--- src/shared/degc_pkg.sv ---
`default_nettype none

package degc_pkg;

    // ---------------------------------------------------------------
    // bus geometry
    // ---------------------------------------------------------------
    localparam int unsigned ADDR_W = 4;
    localparam int unsigned DATA_W = 32;

    // ---------------------------------------------------------------
    // register byte offsets
    // ---------------------------------------------------------------
    localparam logic [3:0] CTRL_OFFSET   = 4'h0;
    localparam logic [3:0] STATUS_OFFSET = 4'h4;

    // ---------------------------------------------------------------
    // control field positions
    // ---------------------------------------------------------------
    localparam int unsigned CTRL_IN_REG_BIT   = 0;
    localparam int unsigned CTRL_OUT_REG_BIT  = 1;
    localparam int unsigned CTRL_OE_REG_BIT   = 2;
    localparam int unsigned CTRL_DUAL_BIT     = 3;
    localparam int unsigned CTRL_RESYNC_BIT   = 4;
    localparam int unsigned CTRL_PULL_DN_BIT  = 5;
    localparam int unsigned CTRL_CFG_DONE_BIT = 6;
    localparam int unsigned CTRL_W            = 7;
    localparam logic [6:0]  CTRL_RESET        = 7'h00;

    // ---------------------------------------------------------------
    // status field positions
    // ---------------------------------------------------------------
    localparam int unsigned STAT_PAD_BIT      = 0;
    localparam int unsigned STAT_OVERRUN_BIT  = 1;
    localparam int unsigned STAT_DUAL_OK_BIT  = 2;
    localparam int unsigned STAT_DIFF_BIT     = 3;
    localparam int unsigned STAT_LEVEL_LSB    = 4;

    // ---------------------------------------------------------------
    // data path
    // ---------------------------------------------------------------
    localparam int unsigned FIFO_DEPTH = 16;
    localparam int unsigned WORD_W     = 2;

endpackage

`default_nettype wire

--- src/logic/degc_cell.sv ---
// Chosen here: the register addresses and the Avalon-MM slave port.
`timescale 1ns/1ps
`default_nettype none

module degc_fifo #(
    parameter int unsigned WIDTH = 2,
    parameter int unsigned DEPTH = 16
) (
    input  wire logic                       ref_clk_i,
    input  wire logic                       rst_i,
    input  wire logic [WIDTH-1:0]           in_data_i,
    input  wire logic                       in_valid_i,
    output logic                            in_ready_o,
    output logic [WIDTH-1:0]                out_data_o,
    output logic                            out_valid_o,
    input  wire logic                       out_ready_i,
    output logic [$clog2(DEPTH+1)-1:0]      level_o
);
    localparam int unsigned PW = $clog2(DEPTH);
    localparam int unsigned LW = $clog2(DEPTH+1);

    logic [WIDTH-1:0] mem [DEPTH];
    logic [PW-1:0]    wr_ptr;
    logic [PW-1:0]    rd_ptr;
    logic [LW-1:0]    count;
    logic             push;
    logic             pop;

    assign push        = in_valid_i && (count != LW'(DEPTH));
    assign pop         = out_ready_i && (count != '0);
    assign in_ready_o  = (count != LW'(DEPTH));
    assign out_valid_o = (count != '0);
    assign out_data_o  = mem[rd_ptr];
    assign level_o     = count;

    always_ff @(posedge ref_clk_i) begin
        if (push) begin
            mem[wr_ptr] <= in_data_i;
        end
    end

    always_ff @(posedge ref_clk_i) begin
        if (rst_i) begin
            wr_ptr <= '0;
            rd_ptr <= '0;
            count  <= '0;
        end else begin
            if (push) begin
                wr_ptr <= (wr_ptr == PW'(DEPTH-1)) ? '0 : PW'(wr_ptr + 1'b1);
            end
            if (pop) begin
                rd_ptr <= (rd_ptr == PW'(DEPTH-1)) ? '0 : PW'(rd_ptr + 1'b1);
            end
            count <= LW'(count + (push ? 1'b1 : 1'b0) - (pop ? 1'b1 : 1'b0));
        end
    end
endmodule // degc_fifo

module degc_cell #(
    parameter bit          DUAL_CAPABLE = 1'b1,
    parameter bit          DIFF_PAIR    = 1'b0,
    parameter int unsigned FIFO_DEPTH   = degc_pkg::FIFO_DEPTH
) (
    input  wire logic                         ref_clk_i,
    input  wire logic                         rst_i,
    input  wire logic [degc_pkg::ADDR_W-1:0]  avs_address_i,
    input  wire logic                         avs_read_i,
    input  wire logic                         avs_write_i,
    input  wire logic [degc_pkg::DATA_W-1:0]  avs_writedata_i,
    output logic      [degc_pkg::DATA_W-1:0]  avs_readdata_o,
    output logic                              avs_waitrequest_o,
    input  wire logic                         ingress_reg_clk_i,
    input  wire logic                         egress_reg_clk_i,
    input  wire logic                         tx_bit_rise_i,
    input  wire logic                         tx_bit_fall_i,
    input  wire logic                         drive_enable_i,
    input  wire logic                         rx_ready_i,
    output logic                              rx_bit_rise_o,
    output logic                              rx_bit_fall_o,
    output logic                              rx_valid_o,
    output logic                              bypass_input_tap_o,
    input  wire logic                         pad_in_i,
    output logic                              pad_out_o,
    output logic                              pad_oe_n_o,
    output logic                              pad_pull_up_o,
    output logic                              pad_pull_down_o
);
    import degc_pkg::*;

    localparam int unsigned LW = $clog2(FIFO_DEPTH+1);
    localparam bit DUAL_OK = DUAL_CAPABLE && !DIFF_PAIR;

    logic [CTRL_W-1:0] ctrl;
    logic              overrun;
    logic              in_clk_q;
    logic              out_clk_q;
    logic              cap_rise;
    logic              cap_fall_held;
    logic [WORD_W-1:0] cap_word;
    logic              cap_valid;
    logic              tx_fall_hold;
    logic              oe_reg;
    logic              fifo_in_ready;
    logic [WORD_W-1:0] fifo_out_data;
    logic              fifo_out_valid;
    logic [LW-1:0]     fifo_level;
    logic              fifo_pop;
    logic              in_rise_ev;
    logic              in_fall_ev;
    logic              out_rise_ev;
    logic              out_fall_ev;
    logic              dual_on;
    logic              resync_on;
    logic              cfg_done;
    logic              cap_event;
    logic [WORD_W-1:0] cap_new;
    logic              bus_ack;
    logic              oe_eff;
    logic [DATA_W-1:0] status_word;

    // ---------------------------------------------------------------
    // mode decode
    // ---------------------------------------------------------------
    assign dual_on   = DUAL_OK && ctrl[CTRL_DUAL_BIT];
    assign resync_on = dual_on && ctrl[CTRL_RESYNC_BIT];
    assign cfg_done  = ctrl[CTRL_CFG_DONE_BIT];

    // ---------------------------------------------------------------
    // register bus
    // ---------------------------------------------------------------
    assign bus_ack = (avs_read_i || avs_write_i) && avs_waitrequest_o;

    always_comb begin
        status_word                           = '0;
        status_word[STAT_PAD_BIT]             = pad_in_i;
        status_word[STAT_OVERRUN_BIT]         = overrun;
        status_word[STAT_DUAL_OK_BIT]         = DUAL_OK;
        status_word[STAT_DIFF_BIT]            = DIFF_PAIR;
        status_word[STAT_LEVEL_LSB +: LW]     = fifo_level;
    end

    always_ff @(posedge ref_clk_i) begin
        if (rst_i) begin
            avs_waitrequest_o <= 1'b1;
        end else begin
            avs_waitrequest_o <= !bus_ack;
        end
    end

    always_ff @(posedge ref_clk_i) begin
        if (rst_i) begin
            avs_readdata_o <= '0;
        end else if (bus_ack && avs_read_i) begin
            unique case (avs_address_i)
                CTRL_OFFSET:   avs_readdata_o <= DATA_W'(ctrl);
                STATUS_OFFSET: avs_readdata_o <= status_word;
                default:       avs_readdata_o <= '0;
            endcase
        end
    end

    always_ff @(posedge ref_clk_i) begin
        if (rst_i) begin
            ctrl <= CTRL_RESET;
        end else if (bus_ack && avs_write_i && avs_address_i == CTRL_OFFSET) begin
            ctrl <= avs_writedata_i[CTRL_W-1:0];
        end
    end

    // ---------------------------------------------------------------
    // clock edge detection
    // ---------------------------------------------------------------
    always_ff @(posedge ref_clk_i) begin
        if (rst_i) begin
            in_clk_q  <= 1'b0;
            out_clk_q <= 1'b0;
        end else begin
            in_clk_q  <= ingress_reg_clk_i;
            out_clk_q <= egress_reg_clk_i;
        end
    end

    assign in_rise_ev  = ingress_reg_clk_i && !in_clk_q;
    assign in_fall_ev  = !ingress_reg_clk_i && in_clk_q;
    assign out_rise_ev = egress_reg_clk_i && !out_clk_q;
    assign out_fall_ev = !egress_reg_clk_i && out_clk_q;

    // ---------------------------------------------------------------
    // input capture, pad sampled whatever the driver does
    // ---------------------------------------------------------------
    always_ff @(posedge ref_clk_i) begin
        if (rst_i) begin
            cap_rise      <= 1'b0;
            cap_fall_held <= 1'b0;
        end else if (ctrl[CTRL_IN_REG_BIT]) begin
            if (in_rise_ev) begin
                cap_rise <= pad_in_i;
            end
            if (in_fall_ev && dual_on) begin
                cap_fall_held <= pad_in_i;
            end
        end
    end

    always_comb begin
        cap_event = 1'b0;
        cap_new   = '0;
        if (ctrl[CTRL_IN_REG_BIT]) begin
            if (!dual_on) begin
                cap_event = in_rise_ev;
                cap_new   = {1'b0, pad_in_i};
            end else if (resync_on) begin
                cap_event = in_rise_ev;
                cap_new   = {cap_fall_held, pad_in_i};
            end else begin
                cap_event = in_rise_ev || in_fall_ev;
                cap_new   = in_rise_ev ? {cap_fall_held, pad_in_i} : {pad_in_i, cap_rise};
            end
        end
    end

    always_ff @(posedge ref_clk_i) begin
        if (rst_i) begin
            cap_word  <= '0;
            cap_valid <= 1'b0;
        end else if (cap_event && (!cap_valid || fifo_in_ready)) begin
            cap_word  <= cap_new;
            cap_valid <= 1'b1;
        end else if (fifo_in_ready) begin
            cap_valid <= 1'b0;
        end
    end

    always_ff @(posedge ref_clk_i) begin
        if (rst_i) begin
            overrun <= 1'b0;
        end else if (cap_event && cap_valid && !fifo_in_ready) begin
            overrun <= 1'b1;
        end else if (bus_ack && avs_write_i && avs_address_i == STATUS_OFFSET
                     && avs_writedata_i[STAT_OVERRUN_BIT]) begin
            overrun <= 1'b0;
        end
    end

    // ---------------------------------------------------------------
    // capture fifo and core delivery
    // ---------------------------------------------------------------
    assign fifo_pop = fifo_out_valid && (!rx_valid_o || rx_ready_i);

    degc_fifo #(
        .WIDTH (WORD_W),
        .DEPTH (FIFO_DEPTH)
    ) u_fifo (
        .ref_clk_i   (ref_clk_i),
        .rst_i       (rst_i),
        .in_data_i   (cap_word),
        .in_valid_i  (cap_valid),
        .in_ready_o  (fifo_in_ready),
        .out_data_o  (fifo_out_data),
        .out_valid_o (fifo_out_valid),
        .out_ready_i (fifo_pop),
        .level_o     (fifo_level)
    );

    always_ff @(posedge ref_clk_i) begin
        if (rst_i) begin
            rx_valid_o    <= 1'b0;
            rx_bit_rise_o <= 1'b0;
            rx_bit_fall_o <= 1'b0;
        end else if (fifo_pop) begin
            rx_valid_o    <= 1'b1;
            rx_bit_rise_o <= fifo_out_data[0];
            rx_bit_fall_o <= fifo_out_data[1];
        end else if (rx_ready_i) begin
            rx_valid_o    <= 1'b0;
        end
    end

    always_ff @(posedge ref_clk_i) begin
        if (rst_i) begin
            bypass_input_tap_o <= 1'b0;
        end else begin
            bypass_input_tap_o <= ctrl[CTRL_IN_REG_BIT] ? 1'b0 : pad_in_i;
        end
    end

    // ---------------------------------------------------------------
    // output and drive enable
    // ---------------------------------------------------------------
    always_ff @(posedge ref_clk_i) begin
        if (rst_i) begin
            pad_out_o    <= 1'b0;
            tx_fall_hold <= 1'b0;
        end else if (!ctrl[CTRL_OUT_REG_BIT]) begin
            pad_out_o    <= tx_bit_rise_i;
        end else if (out_rise_ev) begin
            pad_out_o    <= tx_bit_rise_i;
            tx_fall_hold <= tx_bit_fall_i;
        end else if (out_fall_ev && dual_on) begin
            pad_out_o    <= resync_on ? tx_fall_hold : tx_bit_fall_i;
        end
    end

    always_ff @(posedge ref_clk_i) begin
        if (rst_i) begin
            oe_reg <= 1'b0;
        end else if (!ctrl[CTRL_OE_REG_BIT] || out_rise_ev) begin
            oe_reg <= drive_enable_i;
        end
    end

    assign oe_eff = cfg_done && oe_reg;

    always_ff @(posedge ref_clk_i) begin
        if (rst_i) begin
            pad_oe_n_o      <= 1'b1;
            pad_pull_up_o   <= 1'b1;
            pad_pull_down_o <= 1'b0;
        end else begin
            pad_oe_n_o      <= !oe_eff;
            pad_pull_up_o   <= !cfg_done || (!oe_eff && (DIFF_PAIR || !ctrl[CTRL_PULL_DN_BIT]));
            pad_pull_down_o <= cfg_done && !oe_eff && !DIFF_PAIR && ctrl[CTRL_PULL_DN_BIT];
        end
    end
endmodule // degc_cell

`default_nettype wire

--- config.mk ---
export PLATFORM = sky130hd
export DESIGN_NAME = degc_cell
export DESIGN_NICKNAME = d
export VERILOG_FILES = /design/src/shared/degc_pkg.sv /design/src/logic/degc_cell.sv
export SDC_FILE = /design/constraint.sdc
export NUM_CORES = 1
export LEC_CHECK = 0
export ABC_AREA = 1
export BUFFER_PORTS_ARGS = -buffer_cell sky130_fd_sc_hd__buf_2
export CAP_MARGIN = 40
export CORE_MARGIN = 1.5
export CORE_UTILIZATION = 35
export DETAILED_ROUTE_END_ITERATION = 8
export SKIP_LAST_GASP = 1
export SYNTH_ARGS = -nofsm -noshare
export SYNTH_HDL_FRONTEND = slang
export SYNTH_SLANG_ARGS = --single-unit
--- constraint.sdc ---
create_clock -name ref_clk_i -period 5.3 [get_ports ref_clk_i]
set_input_delay 0.53 -clock ref_clk_i [delete_from_list [all_inputs] [get_ports ref_clk_i]]
set_output_delay 0.53 -clock ref_clk_i [all_outputs]
set_load 0.01 [all_outputs]
Yosys cells after proc, flatten, opt, wreduce, memory -nomap -nowiden
Memory sizes are Yosys's and may differ from the RTL's. A register that Yosys moved wholly into a read port is not among the register bits.
Cells that the tools add are included.

word-level totals
  flip-flop bits (word level) = 69
  latch bits = 0
  bits in writable memories = 32
  bits in read-only memories = 0
  input port bits = 47
  output and inout bits = 41
  logic and storage cells = 105
  memories kept = 1

memory list
  name        words  width  read ports  clocked after Yosys merged registers in  wr ports  line             source
  u_fifo.mem  16     2      1           1                                        1         degc_cell.sv:22  logic [WIDTH-1:0] mem [DEPTH];

operators by class
  add/subtract/negate cells = 4
  $mul = 0
  divide/modulo/power cells = 0
  magnitude comparators = 0
  eq/ne operators = 5
  shifts and indexed selects = 0
  multiplexer cells = 24
  bitwise gates (word level) = 0
  reductions and logical operators = 50

operators by type and width
  kind                                                                    number
  1-bit logical AND                                                       23
  9-bit one-hot mux with 2 select lines                                   1
  1-bit two-way mux                                                       17
  1-bit logical NOT                                                       12
  4-bit by 1-bit adder with 4-bit output (second input constant)          2
  4-bit equality test (second input constant)                             2
  2-bit two-way mux                                                       4
  4-bit two-way mux                                                       2
  1-bit logical OR                                                        6
  2-bit AND reduction                                                     3
  2-bit nonzero test                                                      3
  5-bit adder                                                             1
  5-bit != test (second input constant)                                   1
  5-bit nonzero test                                                      1
  5-bit subtractor                                                        1
  4-bit by 3-bit equality test with 1-bit output (second input constant)  1
  4-bit logical NOT                                                       1
  3-bit by 1-bit != test with 1-bit output (second input constant)        1
  2-bit OR reduction                                                      1

Logic depth before layout (Yosys ltp)
Gate-level depths: netlist (run 1).

  word-level depth = 9
  gate-level depth with buffers = 16

Hierarchy
Synthesis (run 1) repeated with hierarchy kept, for this count alone.

unflattened totals
  cells, all modules = 488
  area, all modules = 4100.2 um2

modules (own cells, without submodules)
  module     times used  cells an instance  area an instance (um2)
  degc_fifo  1           253                2358.5
  degc_cell  1           235                1741.7

Worst setup path before layout (run 1)
No wires, ideal clock.

  kind = flip-flop to flip-flop
  start = reg u_fifo.count[2], in the netlist u_fifo.level_o[2]
  end = reg u_fifo.count[4], in the netlist u_fifo.level_o[4]
  setup time = 0.078 ns
  data arrival time = 2.219 ns
  path slack = 3.004 ns
  cell stages (with the launch flop) = 17
  period minus slack after synthesis = 2.296 ns
  cells stage by stage = dfxtp_1 inv_1 ha_1 nand2_1 nor2_2 nand2_1 nand2_2 inv_2 ha_1 inv_1 ha_1 inv_1 fa_1 nor2_1 o21ai_0 and3_1 nor3_1

on the way
  word-level cells in the longest chain between the ends = 5

ends and longest elaborated chain
  item                    line              source
  start, declared         degc_cell.sv:25   logic [LW-1:0] count;
  start signal, assigned  degc_cell.sv:54   count <= LW'(count + (push ? 1'b1 : 1'b0) - (pop ? 1'b1 : 1'b0));
  5-bit nonzero test      degc_cell.sv:32   assign out_valid_o = (count != '0);
  1-bit logical AND       degc_cell.sv:248  assign fifo_pop = fifo_out_valid && (!rx_valid_o || rx_ready_i);
  named net fifo_pop      degc_cell.sv:107  logic fifo_pop;
  1-bit logical AND       degc_cell.sv:30   assign pop = out_ready_i && (count != '0);
  1-bit two-way mux       degc_cell.sv:54
  5-bit subtractor        degc_cell.sv:54

The timed path passes the listed nets, and every way through them passes these cells.
A chain may end at the register's enable or synchronous reset.

Final worst setup path (run 1)
Same ends and word-level chain as after synthesis.

==> results.py, run 1 <==
metrics = {
    "outcome": {
        "outcome": "completed",
    },
    "power_and_ir_drop": {
        "clock_power_share": 0.269,
        "power.density_cell_area_nw_per_um2": 363,
        "total_leakage_power_nw": 1.86,
        "intPower_mw": 1.01,
        "comb_power_share": 0.244,
        "power.sequential.fraction": 0.487,
        "switchingPower_mw": 0.507,
        "ir_drop_uv": 194,
        "switching_share": 0.334,
    },
    "synth": {
        "synth_seq_area_share": 0.503,
        "netlist_instances": 461,
        "mappedNetlistArea_sq_um": 3820,
        "netlist-cell-type-count": 32,
        "syn_avg_cell_area_sq_um": 8.28,
        "ys_ff_latch": 80,
        "synth-warning-count": 0,
    },
    "sta": {
        "final_critical_path_setup_slack_ns": 2.68,
        "finalHoldViolations": 0,
        "setup-tns-final_ns": 0,
        "min_period_over_period": 0.495,
        "clock.fmax_ghz": 0.381,
        "finalSetupViolations": 0,
        "setup_repair_after_global_routing_missed_its_margin": "no",
        "slew_headroom": 0.449,
        "finClkSkew_ns": 0.00953,
        "finalWorstPathRequiredPeriod_ns": 2.62,
        "worst-slew-pin-transition_ns": 0.826,
        "final_max_slew_violation_count": 0,
    },
    "layout": {
        "drive_gt1_frac": 0.145,
        "finish.cell_count_without_fillers": 640,
        "largest_reg_flops": 32,
        "biggestRegsByFlops": "u_fifo.mem x32, avs_readdata_o x9, ctrl x7",
        "fin_area_sq_um": 4190,
        "p_r_area_growth_vs_syn_pct": 9.73,
        "nFillCells": 1093,
        "final_core_utilization": 0.401,
        "multi_input_area_sq_um": 1460,
        "sequential_cell_area_sq_um": 1920,
        "largest_register": "u_fifo.mem",
        "final_common_cell": "sky130_fd_sc_hd__nand2_1",
        "final_net_count": 560,
        "antenna-diode-count": 0,
        "layout.cells.most_common_list": "87 x sky130_fd_sc_hd__nand2_1, 60 x sky130_fd_sc_hd__inv_1, 51 x sky130_fd_sc_hd__nor2_1, 48 x sky130_fd_sc_hd__dfxtp_1, 39 x sky130_fd_sc_hd__buf_2",
    },
    "setup_path": {
        "startpoint_type": "register",
        "timing_worst_setup_path_type": "register to register",
        "crit_required_ns": 5.58,
        "critical_path.cell_chain": "inv_1, ha_1, nand2_1, nor2_2, nand2_1, nand2_2, inv_2, ha_1, inv_1, ha_1, inv_1, fa_1, nor2_1, o21ai_0, and3_1, nor3_1",
        "critPathMaxStageDelay_ns": 0.41,
        "worst_setup_path_end_kind": "register",
        "timing.critical_path.arrival_ns": 2.90,
        "worstRegToRegCells": 16,
        "cp_max_fo": 9,
        "cpMaxStageDelayCell": "sky130_fd_sc_hd__fa_1",
    },
    "die": {
        "floorplan.core_area_sq_um": 10500,
        "top_level_ports": 88,
        "die_y_microns": 107,
        "num_rows": 37,
        "die_area_sq_um": 11500,
        "initial_utilization": 0.365,
        "die-width_microns": 107,
    },
    "place": {
        "dpl_worst_slack_ns": 2.64,
        "place.detailed.instances": 624,
        "dpl-instance-area_sq_um": 4020,
        "portBuffers": 39,
        "place_congestion": 0.791,
        "detailedPlacementHpwl_microns": 5380,
    },
    "routing": {
        "detail_route.vias_per_cell": 4.53,
        "route.vias.total": 2898,
        "drtAntennaViolNets": 0,
        "post_drt_wl_per_cell_microns": 11.7,
        "drt-initial-drc-count": 174,
        "drt-total-wl_microns": 7520,
        "drc_errors_left": 0,
        "firstDrtPassIters": 4,
    },
    "cts": {
        "numClockSinks": 80,
        "clk_pin_slew_ns": 0.08,
        "clock_tree_from_tritoncts": "yes",
        "clk_latency_ns": 0.35,
        "postCtsResizedCells": 0,
        "cts.htree.levels": 3,
        "post-cts-setup-buffers": 0,
        "root_buffer": "sky130_fd_sc_hd__clkbuf_8",
        "cts-buffers-inserted": 9,
        "clock_path_buffers": 2,
        "total_of_hold_buffers_inserted_after_clock_tree_synthesis": 0,
    },
    "global_routing": {
        "initial_antenna_violation_count": 0,
        "number_of_global_route_vias_before_repair": 2697,
        "globalRouteOverflowTotal": 0,
        "global_route.usage.met1": 0.175,
        "grt_first_pass_wirelength_microns": 12400,
        "globalRoute.busiestLayer": "met2",
        "track_usage": 0.139,
        "met2_usage": 0.228,
        "grt_max_degree": 27,
        "grtUsageMet3": 0.0254,
    },
    "run": {
        "cap_viol_max_count": 0,
    },
    "worst_hold_path": {
        "worstHoldPathType": "primary input to register",
        "worstHoldPathCells": 3,
    },
}
power by group through the flow:
| stage | sequential [mW] | combinational (mW) | clock (mW) |
|---|---|---|---|
| 5_1_grt | 0.751 | 0.438 | 0.445 |
| 3_3_place_gp | 0.753 | 0.361 | 0 |
| 2_1_floorplan | 0.724 | 0.336 | 0 |
| 3_5_place_dp | 0.755 | 0.373 | 0 |
| 4_1_cts | 0.742 | 0.375 | 0.419 |
| 6_report | 0.741 | 0.371 | 0.409 |
Yosys cell counts:
library cell,n,share of area
sky130_fd_sc_hd__nand3_1,36,0.047
sky130_fd_sc_hd__mux2_2,1,0.0029
sky130_fd_sc_hd__nand2_2,10,0.016
sky130_fd_sc_hd__and3_1,1,0.0016
sky130_fd_sc_hd__nor4_1,1,0.0016
sky130_fd_sc_hd__dfxtp_1,48,0.25
sky130_fd_sc_hd__inv_4,1,0.0016
sky130_fd_sc_hd__conb_1,1,0.00098
sky130_fd_sc_hd__o22ai_1,4,0.0066
sky130_fd_sc_hd__clkbuf_2,1,0.0013
sky130_fd_sc_hd__nand2_1,87,0.086
sky130_fd_sc_hd__nor3_1,7,0.0092
sky130_fd_sc_hd__a31oi_1,1,0.0016
sky130_fd_sc_hd__fa_1,1,0.0052
sky130_fd_sc_hd__inv_6,1,0.0023
sky130_fd_sc_hd__buf_6,4,0.012
sky130_fd_sc_hd__o21ai_0,29,0.038
sky130_fd_sc_hd__buf_4,24,0.047
sky130_fd_sc_hd__ha_1,13,0.043
sky130_fd_sc_hd__xor2_1,2,0.0046
sky130_fd_sc_hd__o21ai_1,1,0.0013
sky130_fd_sc_hd__a21oi_1,28,0.037
sky130_fd_sc_hd__edfxtp_1,32,0.25
sky130_fd_sc_hd__nor2_2,2,0.0033
sky130_fd_sc_hd__inv_2,5,0.0049
sky130_fd_sc_hd__clkinv_1,2,0.0020
sky130_fd_sc_hd__inv_1,60,0.059
sky130_fd_sc_hd__nor3b_2,1,0.0033
sky130_fd_sc_hd__nor2_1,51,0.050
sky130_fd_sc_hd__buf_2,2,0.0026
sky130_fd_sc_hd__clkbuf_1,3,0.0029
sky130_fd_sc_hd__a311oi_1,1,0.0023
final timing paths:
kind,start,endpoint,slack [ns]
worst max-delay path,u_fifo.level_o[2],u_fifo.level_o[4],2.68
worst min register to register,oe_reg,pad_oe_n_o,0.45
worst max register to register,u_fifo.level_o[2],u_fifo.level_o[4],2.68
worst min-delay path,egress_reg_clk_i,out_clk_q,0.41
stage by stage:
stage	hold slack, ns	total power [mW]
after floorplan	0.388	1.06
after global placement	0.420	1.11
after detailed placement	0.421	1.13
after CTS	0.396	1.54
after global routing	0.422	1.63
final	0.407	1.52
routing by layer:
metal | wire [microns] | part of all wire
met3 | 252 | 0.034
met5 | 0 | 0
met2 | 3590 | 0.48
met1 | 3530 | 0.47
met4 | 140 | 0.019
worst max-delay path, delay by kind of cell (launching register included):
family                     cells  cell delay, ns
AOI/OAI and AO/OA              1            0.10
adders and majority gates      4            1.01
buffers and inverters          4            0.34
DFF                            1            0.32
and+or+nand+nor                7            0.78
final cells by class:
class | count | share of cell area
Sequential cell | 80 | 0.459
Multi-Input combinational cell | 300 | 0.349
Inverter | 69 | 0.0636
Timing Repair Buffer | 39 | 0.0466
Tap cell | 136 | 0.0406
Clock buffer | 13 | 0.0382
Clock inverter | 3 | 0.00358
cells by family after synthesis:
family,after synthesis,synth area share
xor gates and xnor gates,2,0.00459
muxes,1,0.00295
DFF,80,0.503
AOI/OAI and AO/OA,64,0.0865
adders and majority gates,14,0.0478
and+or+nand+nor,196,0.218
buffers and inverters,103,0.136
other,1,0.000982
Note: power is estimated with default switching activity, not from simulation.
==> inputs of run 2 (changes only) <==
==> constraint.sdc (replaced) <==
create_clock -name ref_clk_i -period 2.5 [get_ports ref_clk_i]
set_input_delay 0.25 -clock ref_clk_i [delete_from_list [all_inputs] [get_ports ref_clk_i]]
set_output_delay 0.25 -clock ref_clk_i [all_outputs]
set_load 0.01 [all_outputs]
==> results.py, run 2 (same netlist as run 1, synthesis figures left out) <==
metrics = {
    "power_and_ir_drop": {
        "power.density_cell_area_nw_per_um2": 788,
        "ir_drop_uv": 288,
        "finalPower_mw": 3.35,
        "total_leakage_power_nw": 1.89,
    },
    "routing": {
        "wl_met2_microns": 3560,
        "met1Wirelength_microns": 3580,
        "post_drt_wl_per_cell_microns": 11.7,
        "drtAntennaViolNets": 0,
        "drc_errors_left": 0,
        "drt-initial-drc-count": 143,
        "maxUsedRoutingLayer": "met4",
        "route.vias.total": 2934,
        "met3WireLength_microns": 289,
        "firstDrtPassIters": 4,
        "detail_route.vias_per_cell": 4.56,
        "drt-total-wl_microns": 7540,
    },
    "setup_path": {
        "worstSetupStartpoint": "u_fifo.level_o[3]",
        "worstReg2RegStart": "u_fifo.level_o[3]",
        "timing_worst_setup_path_type": "register to register",
        "worst_setup_path_end_kind": "register",
        "startpoint_type": "register",
        "cp_max_fo": 3,
        "critical_path.reg2reg.endpoint": "u_fifo.level_o[4]",
        "cp-endpoint": "u_fifo.level_o[4]",
        "timing.critical_path.arrival_ns": 2.58,
        "setup.reg_to_reg.worst_slack_ns": 0.16,
        "crit_required_ns": 2.74,
        "worstRegToRegCells": 16,
    },
    "layout": {
        "antenna-diode-count": 0,
        "layout.cells.most_common_list": "87 x sky130_fd_sc_hd__nand2_1, 59 x sky130_fd_sc_hd__inv_1, 50 x sky130_fd_sc_hd__nor2_1, 47 x sky130_fd_sc_hd__dfxtp_1, 39 x sky130_fd_sc_hd__buf_2",
        "final_common_cell": "sky130_fd_sc_hd__nand2_1",
        "largest_register": "u_fifo.mem",
        "largest_reg_flops": 32,
        "biggestRegsByFlops": "u_fifo.mem x32, avs_readdata_o x9, ctrl x7",
        "drive_gt1_frac": 0.167,
        "final_net_count": 564,
        "fin_area_sq_um": 4260,
        "p_r_area_growth_vs_syn_pct": 11.4,
    },
    "die": {
        "initial_utilization": 0.365,
        "top_level_ports": 88,
        "num_rows": 37,
        "die_y_microns": 107,
        "die-width_microns": 107,
        "die_area_sq_um": 11500,
        "floorplan.core_area_sq_um": 10500,
    },
    "place": {
        "dpl-instance-area_sq_um": 4050,
        "place_congestion": 0.789,
        "dpl_worst_slack_ns": 0.0362,
        "detailedPlacementHpwl_microns": 5510,
        "portBuffers": 39,
    },
    "outcome": {
        "outcome": "completed",
    },
    "global_routing": {
        "grt_first_pass_wirelength_microns": 12300,
        "globalRouteOverflowTotal": 0,
        "grt_max_degree": 26,
        "track_usage": 0.137,
        "initial_antenna_violation_count": 0,
        "number_of_global_route_vias_before_repair": 2768,
    },
    "sta": {
        "finalWorstPathRequiredPeriod_ns": 2.34,
        "min_period_over_period": 0.937,
        "clock.fmax_ghz": 0.427,
        "finClkSkew_ns": 0.0146,
        "finalHoldViolations": 0,
        "slew_headroom": 0.583,
        "final_max_slew_violation_count": 0,
        "final_critical_path_setup_slack_ns": 0.157,
        "finalSetupViolations": 0,
        "setup-tns-final_ns": 0,
        "worst-slew-pin-transition_ns": 0.625,
    },
    "worst_hold_path": {
        "worstHoldPathType": "primary input to register",
        "worstHoldPathCells": 3,
    },
    "cts": {
        "root_buffer": "sky130_fd_sc_hd__clkbuf_8",
        "post-cts-setup-buffers": 0,
        "clock_path_buffers": 2,
        "numClockSinks": 80,
        "clk_latency_ns": 0.35,
        "clock_tree_from_tritoncts": "yes",
        "postCtsResizedCells": 0,
        "clk_pin_slew_ns": 0.09,
        "cts.htree.levels": 3,
        "cts-buffers-inserted": 9,
        "total_of_hold_buffers_inserted_after_clock_tree_synthesis": 0,
    },
    "run": {
        "cap_viol_max_count": 0,
    },
}
[run 2: area by class of cell]
cell class	count	area (sq um)
Fill cell	1075	6210
Sequential cell	80	1920
Inverter	69	267
Clock buffer	12	166
Clock inverter	4	25.0
Multi-Input combinational cell	300	1480
Tap cell	136	170
Timing Repair Buffer	43	225
[run 2: through the flow]
step | std cells | util | hold WS [ns]
after global routing | 644 | 0.407 | 0.121
final | 644 | 0.407 | 0.123
after global placement | 628 | 0.387 | 0.418
after CTS | 644 | 0.405 | 0.109
after floorplan | 483 | - | 0.379
after detailed placement | 628 | 0.387 | 0.417
[run 2: worst min path at each step]
stage          slack [ns]               from         end
6_report             0.12   egress_reg_clk_i   out_clk_q
5_1_grt              0.12   egress_reg_clk_i   out_clk_q
4_1_cts              0.11   egress_reg_clk_i   out_clk_q
3_5_place_dp         0.42             oe_reg  pad_oe_n_o
3_3_place_gp         0.42             oe_reg  pad_oe_n_o
2_1_floorplan        0.38  ingress_reg_clk_i    in_clk_q
[run 2: critical path: stages (launching register included)]
cell and delay, ns:
sky130_fd_sc_hd__dfxtp_2 0.34, sky130_fd_sc_hd__inv_1 0.07, sky130_fd_sc_hd__ha_1 0.14, sky130_fd_sc_hd__nand2_1 0.08, sky130_fd_sc_hd__nor2_4 0.11, sky130_fd_sc_hd__nand2_1 0.07, sky130_fd_sc_hd__nand2_2 0.07, sky130_fd_sc_hd__inv_2 0.04
sky130_fd_sc_hd__ha_1 0.26, sky130_fd_sc_hd__inv_1 0.06, sky130_fd_sc_hd__ha_2 0.17, sky130_fd_sc_hd__inv_1 0.05, sky130_fd_sc_hd__fa_2 0.36, sky130_fd_sc_hd__nor2_2 0.11, sky130_fd_sc_hd__o21ai_1 0.08, sky130_fd_sc_hd__a21oi_1 0.18
sky130_fd_sc_hd__nor3_2 0.06
[run 2: metal layers]
layer	up-vias	GRT usage
met1	1359	0.174
li1	1510	-
met5	-	0
met3	5	0.0327
met4	0	0.0592
met2	60	0.220
[run 2: report_power, final]
part,switching (mW),leakage (nW),internal (mW)
registers,0.111,0.688,1.44
logic,0.544,1.10,0.340
clock network,0.469,0.102,0.448
==> inputs of run 3 (changes only) <==
--- a/config.mk
+++ b/config.mk
@@ -14,4 +14,5 @@
 export SKIP_LAST_GASP = 1
 export SYNTH_ARGS = -nofsm -noshare
 export SYNTH_HDL_FRONTEND = slang
+export SYNTH_HIERARCHICAL = 1
 export SYNTH_SLANG_ARGS = --single-unit
==> results.py, run 3 <==
metrics = {
    "setup_path": {
        "cpMaxStageDelayCell": "sky130_fd_sc_hd__dfxtp_2",
        "critical_path.cell_chain": "inv_2, ha_2, buf_4, buf_4, nand3_4, nand2_4, ha_4, inv_1, ha_2, inv_1, fa_2, inv_1, nand2_1, nand2_1, a21oi_2, nor2_1, nor2_1",
        "setup.reg_to_reg.worst_slack_ns": 0.19,
        "worst_setup_path_end_kind": "register",
        "timing_worst_setup_path_type": "register to register",
        "critPathMaxStageDelay_ns": 0.35,
        "family_with_the_most_delay_on_the_worst_path": "adder cells",
        "crit_required_ns": 2.73,
        "cp.buffers_inverters": 6,
        "cp_max_fo": 3,
        "critical_path_cell_count": 17,
        "startpoint_type": "register",
        "worstRegToRegCells": 17,
        "timing.critical_path.arrival_ns": 2.54,
        "path_common_cell": "sky130_fd_sc_hd__inv_1",
    },
    "layout": {
        "antenna-diode-count": 0,
        "final_net_count": 597,
        "largest_reg_flops": 32,
        "largest_register": "u_fifo/mem",
        "final_core_utilization": 0.413,
        "layout.cells.most_common_list": "105 x sky130_fd_sc_hd__nand2_1, 56 x sky130_fd_sc_hd__nor2_1, 51 x sky130_fd_sc_hd__inv_1, 50 x sky130_fd_sc_hd__dfxtp_1, 39 x sky130_fd_sc_hd__buf_2",
        "p_r_area_growth_vs_syn_pct": 14.9,
        "fin_area_sq_um": 4710,
        "biggestRegsByFlops": "u_fifo/mem x32, avs_readdata_o x9, ctrl x7",
        "final_common_cell": "sky130_fd_sc_hd__nand2_1",
        "drive_gt1_frac": 0.181,
    },
    "die": {
        "die-width_microns": 111,
        "die_area_sq_um": 12400,
        "initial_utilization": 0.359,
        "die_y_microns": 111,
        "top_level_ports": 88,
        "num_rows": 39,
        "floorplan.core_area_sq_um": 11400,
    },
    "synth": {
        "syn_avg_cell_area_sq_um": 8.40,
        "synth_top_area_share": 0.254,
        "synth_edf_count": 32,
        "ys_ff_latch": 84,
        "netlist-cell-type-count": 35,
        "async_reset_ff_frac": 0,
        "synth.top_cells.by_area": "sky130_fd_sc_hd__dfxtp_1 25%, sky130_fd_sc_hd__edfxtp_1 23%, sky130_fd_sc_hd__nand2_1 9.7%",
        "synth_seq_area_share": 0.488,
        "yosysMostFrequentCell": "sky130_fd_sc_hd__nand2_1",
        "ys_top_cells_by_count": "106 x sky130_fd_sc_hd__nand2_1, 56 x sky130_fd_sc_hd__nor2_1, 53 x sky130_fd_sc_hd__inv_1, 52 x sky130_fd_sc_hd__dfxtp_1, 38 x sky130_fd_sc_hd__nand3_1",
        "dominantRegCellSynth": "sky130_fd_sc_hd__dfxtp_1",
        "synth-warning-count": 6,
        "mappedNetlistArea_sq_um": 4100,
        "synth_largest_area_cell": "sky130_fd_sc_hd__dfxtp_1",
        "netlist_instances": 488,
    },
    "routing": {
        "route.vias.total": 3122,
        "drt-initial-drc-count": 147,
        "firstDrtPassIters": 4,
        "detail_route.vias_per_cell": 4.56,
        "drtAntennaViolNets": 0,
        "drc_errors_left": 0,
        "post_drt_wl_per_cell_microns": 11.8,
        "drt-total-wl_microns": 8100,
    },
    "sta": {
        "final_max_slew_violation_count": 0,
        "setup-tns-final_ns": 0,
        "clock.fmax_ghz": 0.432,
        "finalHoldViolations": 0,
        "slew_headroom": 0.595,
        "worst-slew-pin-transition_ns": 0.606,
        "min_period_over_period": 0.925,
        "finalWorstPathRequiredPeriod_ns": 2.31,
        "finClkSkew_ns": 0.00949,
        "finalSetupViolations": 0,
        "holdWs_ns": 0.143,
    },
    "run": {
        "cap_viol_max_count": 0,
    },
    "cts": {
        "clock_tree_from_tritoncts": "yes",
        "clock_path_buffers": 2,
        "numClockSinks": 84,
        "cts.htree.levels": 3,
        "total_of_hold_buffers_inserted_after_clock_tree_synthesis": 0,
        "clk_pin_slew_ns": 0.06,
        "cts-buffers-inserted": 9,
        "root_buffer": "sky130_fd_sc_hd__clkbuf_16",
        "clk_latency_ns": 0.34,
    },
    "global_routing": {
        "number_of_global_route_vias_before_repair": 2990,
        "grt_first_pass_wirelength_microns": 13900,
        "grt_max_degree": 26,
        "initial_antenna_violation_count": 0,
        "track_usage": 0.138,
        "globalRouteOverflowTotal": 0,
    },
    "power_and_ir_drop": {
        "ir_drop_uv": 480,
        "switching_share": 0.312,
        "clock_power_share": 0.332,
        "intPower_mw": 2.81,
        "power.sequential.fraction": 0.392,
        "comb_power_share": 0.275,
        "total_leakage_power_nw": 2.06,
        "power.density_cell_area_nw_per_um2": 868,
        "switchingPower_mw": 1.28,
    },
    "place": {
        "dpl-instance-area_sq_um": 4370,
        "place_congestion": 0.796,
        "portBuffers": 39,
        "detailedPlacementHpwl_microns": 5820,
    },
    "outcome": {
        "outcome": "completed",
    },
    "worst_hold_path": {
        "worstHoldPathType": "primary input to register",
        "worstHoldPathCells": 3,
    },
}
run 3: cell count changes after synthesis, sizes merged, moves of 2 or more:
cell,previous run,this run
nand3,36,42
nand4,0,9
inv,67,61
nor2,53,63
clkbuf,4,2
nand2,97,111
or2,0,4
o22ai,4,0
o21ai,30,24
dfxtp,48,52
run 3: timing repair:
action | 4_1_cts | 5_1_grt
setup endpoints to repair | 0 | 2
buffers inserted | 0 | 1
gates resized for setup | 0 | 11
endpoints found under the hold margin | 0 | 0
run 3: worst min-delay path, stage by stage:
cell	delay [ns]
sky130_fd_sc_hd__buf_2	0.07
sky130_fd_sc_hd__nor3_1	0.04
sky130_fd_sc_hd__nor2_1	0.08
run 3: area by class of cell:
class                   count  area, sq um
well taps                 143          179
fillers                  1146         6710
clock buffers              13          262
repair buffers             48          263
clock inverters             3         46.3
flip-flops and latches     84         2000
multi-input cells         331         1720
inverters                  62          238
run 3: stage by stage:
stage | std cells | worst slack, ns | power [mW]
floorplan | 510 | 0.0794 | 2.45
global placement | 667 | 0.123 | 2.65
detailed placement | 667 | 0.0602 | 2.68
CTS | 683 | 0.0487 | 4.05
global route | 684 | -0.00472 | 4.38
finish | 684 | 0.188 | 4.09
run 3: power groups by stage:
| stage | registers (mW) | clock network [mW] | logic (mW) |
|---|---|---|---|
| 3_5_place_dp | 1.63 | 0 | 1.05 |
| 6_report | 1.60 | 1.36 | 1.13 |
| 2_1_floorplan | 1.64 | 0 | 0.816 |
| 3_3_place_gp | 1.62 | 0 | 1.03 |
| 5_1_grt | 1.62 | 1.44 | 1.32 |
| 4_1_cts | 1.60 | 1.39 | 1.06 |
run 3: cells by family (layout without fill, tap and decap cells):
| logic type | after synthesis | in the layout | synth area share |
|---|---|---|---|
| DFF | 84 | 84 | 0.488 |
| and+or+nand+nor | 238 | 238 | 0.274 |
| adders and majority gates | 14 | 14 | 0.0446 |
| buffers and inverters | 95 | 126 | 0.119 |
| xor gates and xnor gates | 3 | 3 | 0.00641 |
| other | 1 | 23 | 0.000915 |
| AOI/OAI and AO/OA | 53 | 53 | 0.0665 |
run 3: path summary, 6_finish.rpt:
check | start | to
max reg2reg | u_fifo/level_o[3] | u_fifo/level_o[4]
min | avs_writedata_i[2] | ctrl[2]
max | u_fifo/level_o[3] | u_fifo/level_o[4]
min reg2reg | oe_reg | pad_oe_n_o
run 3: metal layers:
metal	wire length (microns)	vias to the layer above	track usage
li1	-	1623	-
met1	3950	1437	0.180
met2	3760	56	0.226
met3	316	6	0.0339
met4	75	0	0.0439
met5	0	-	0
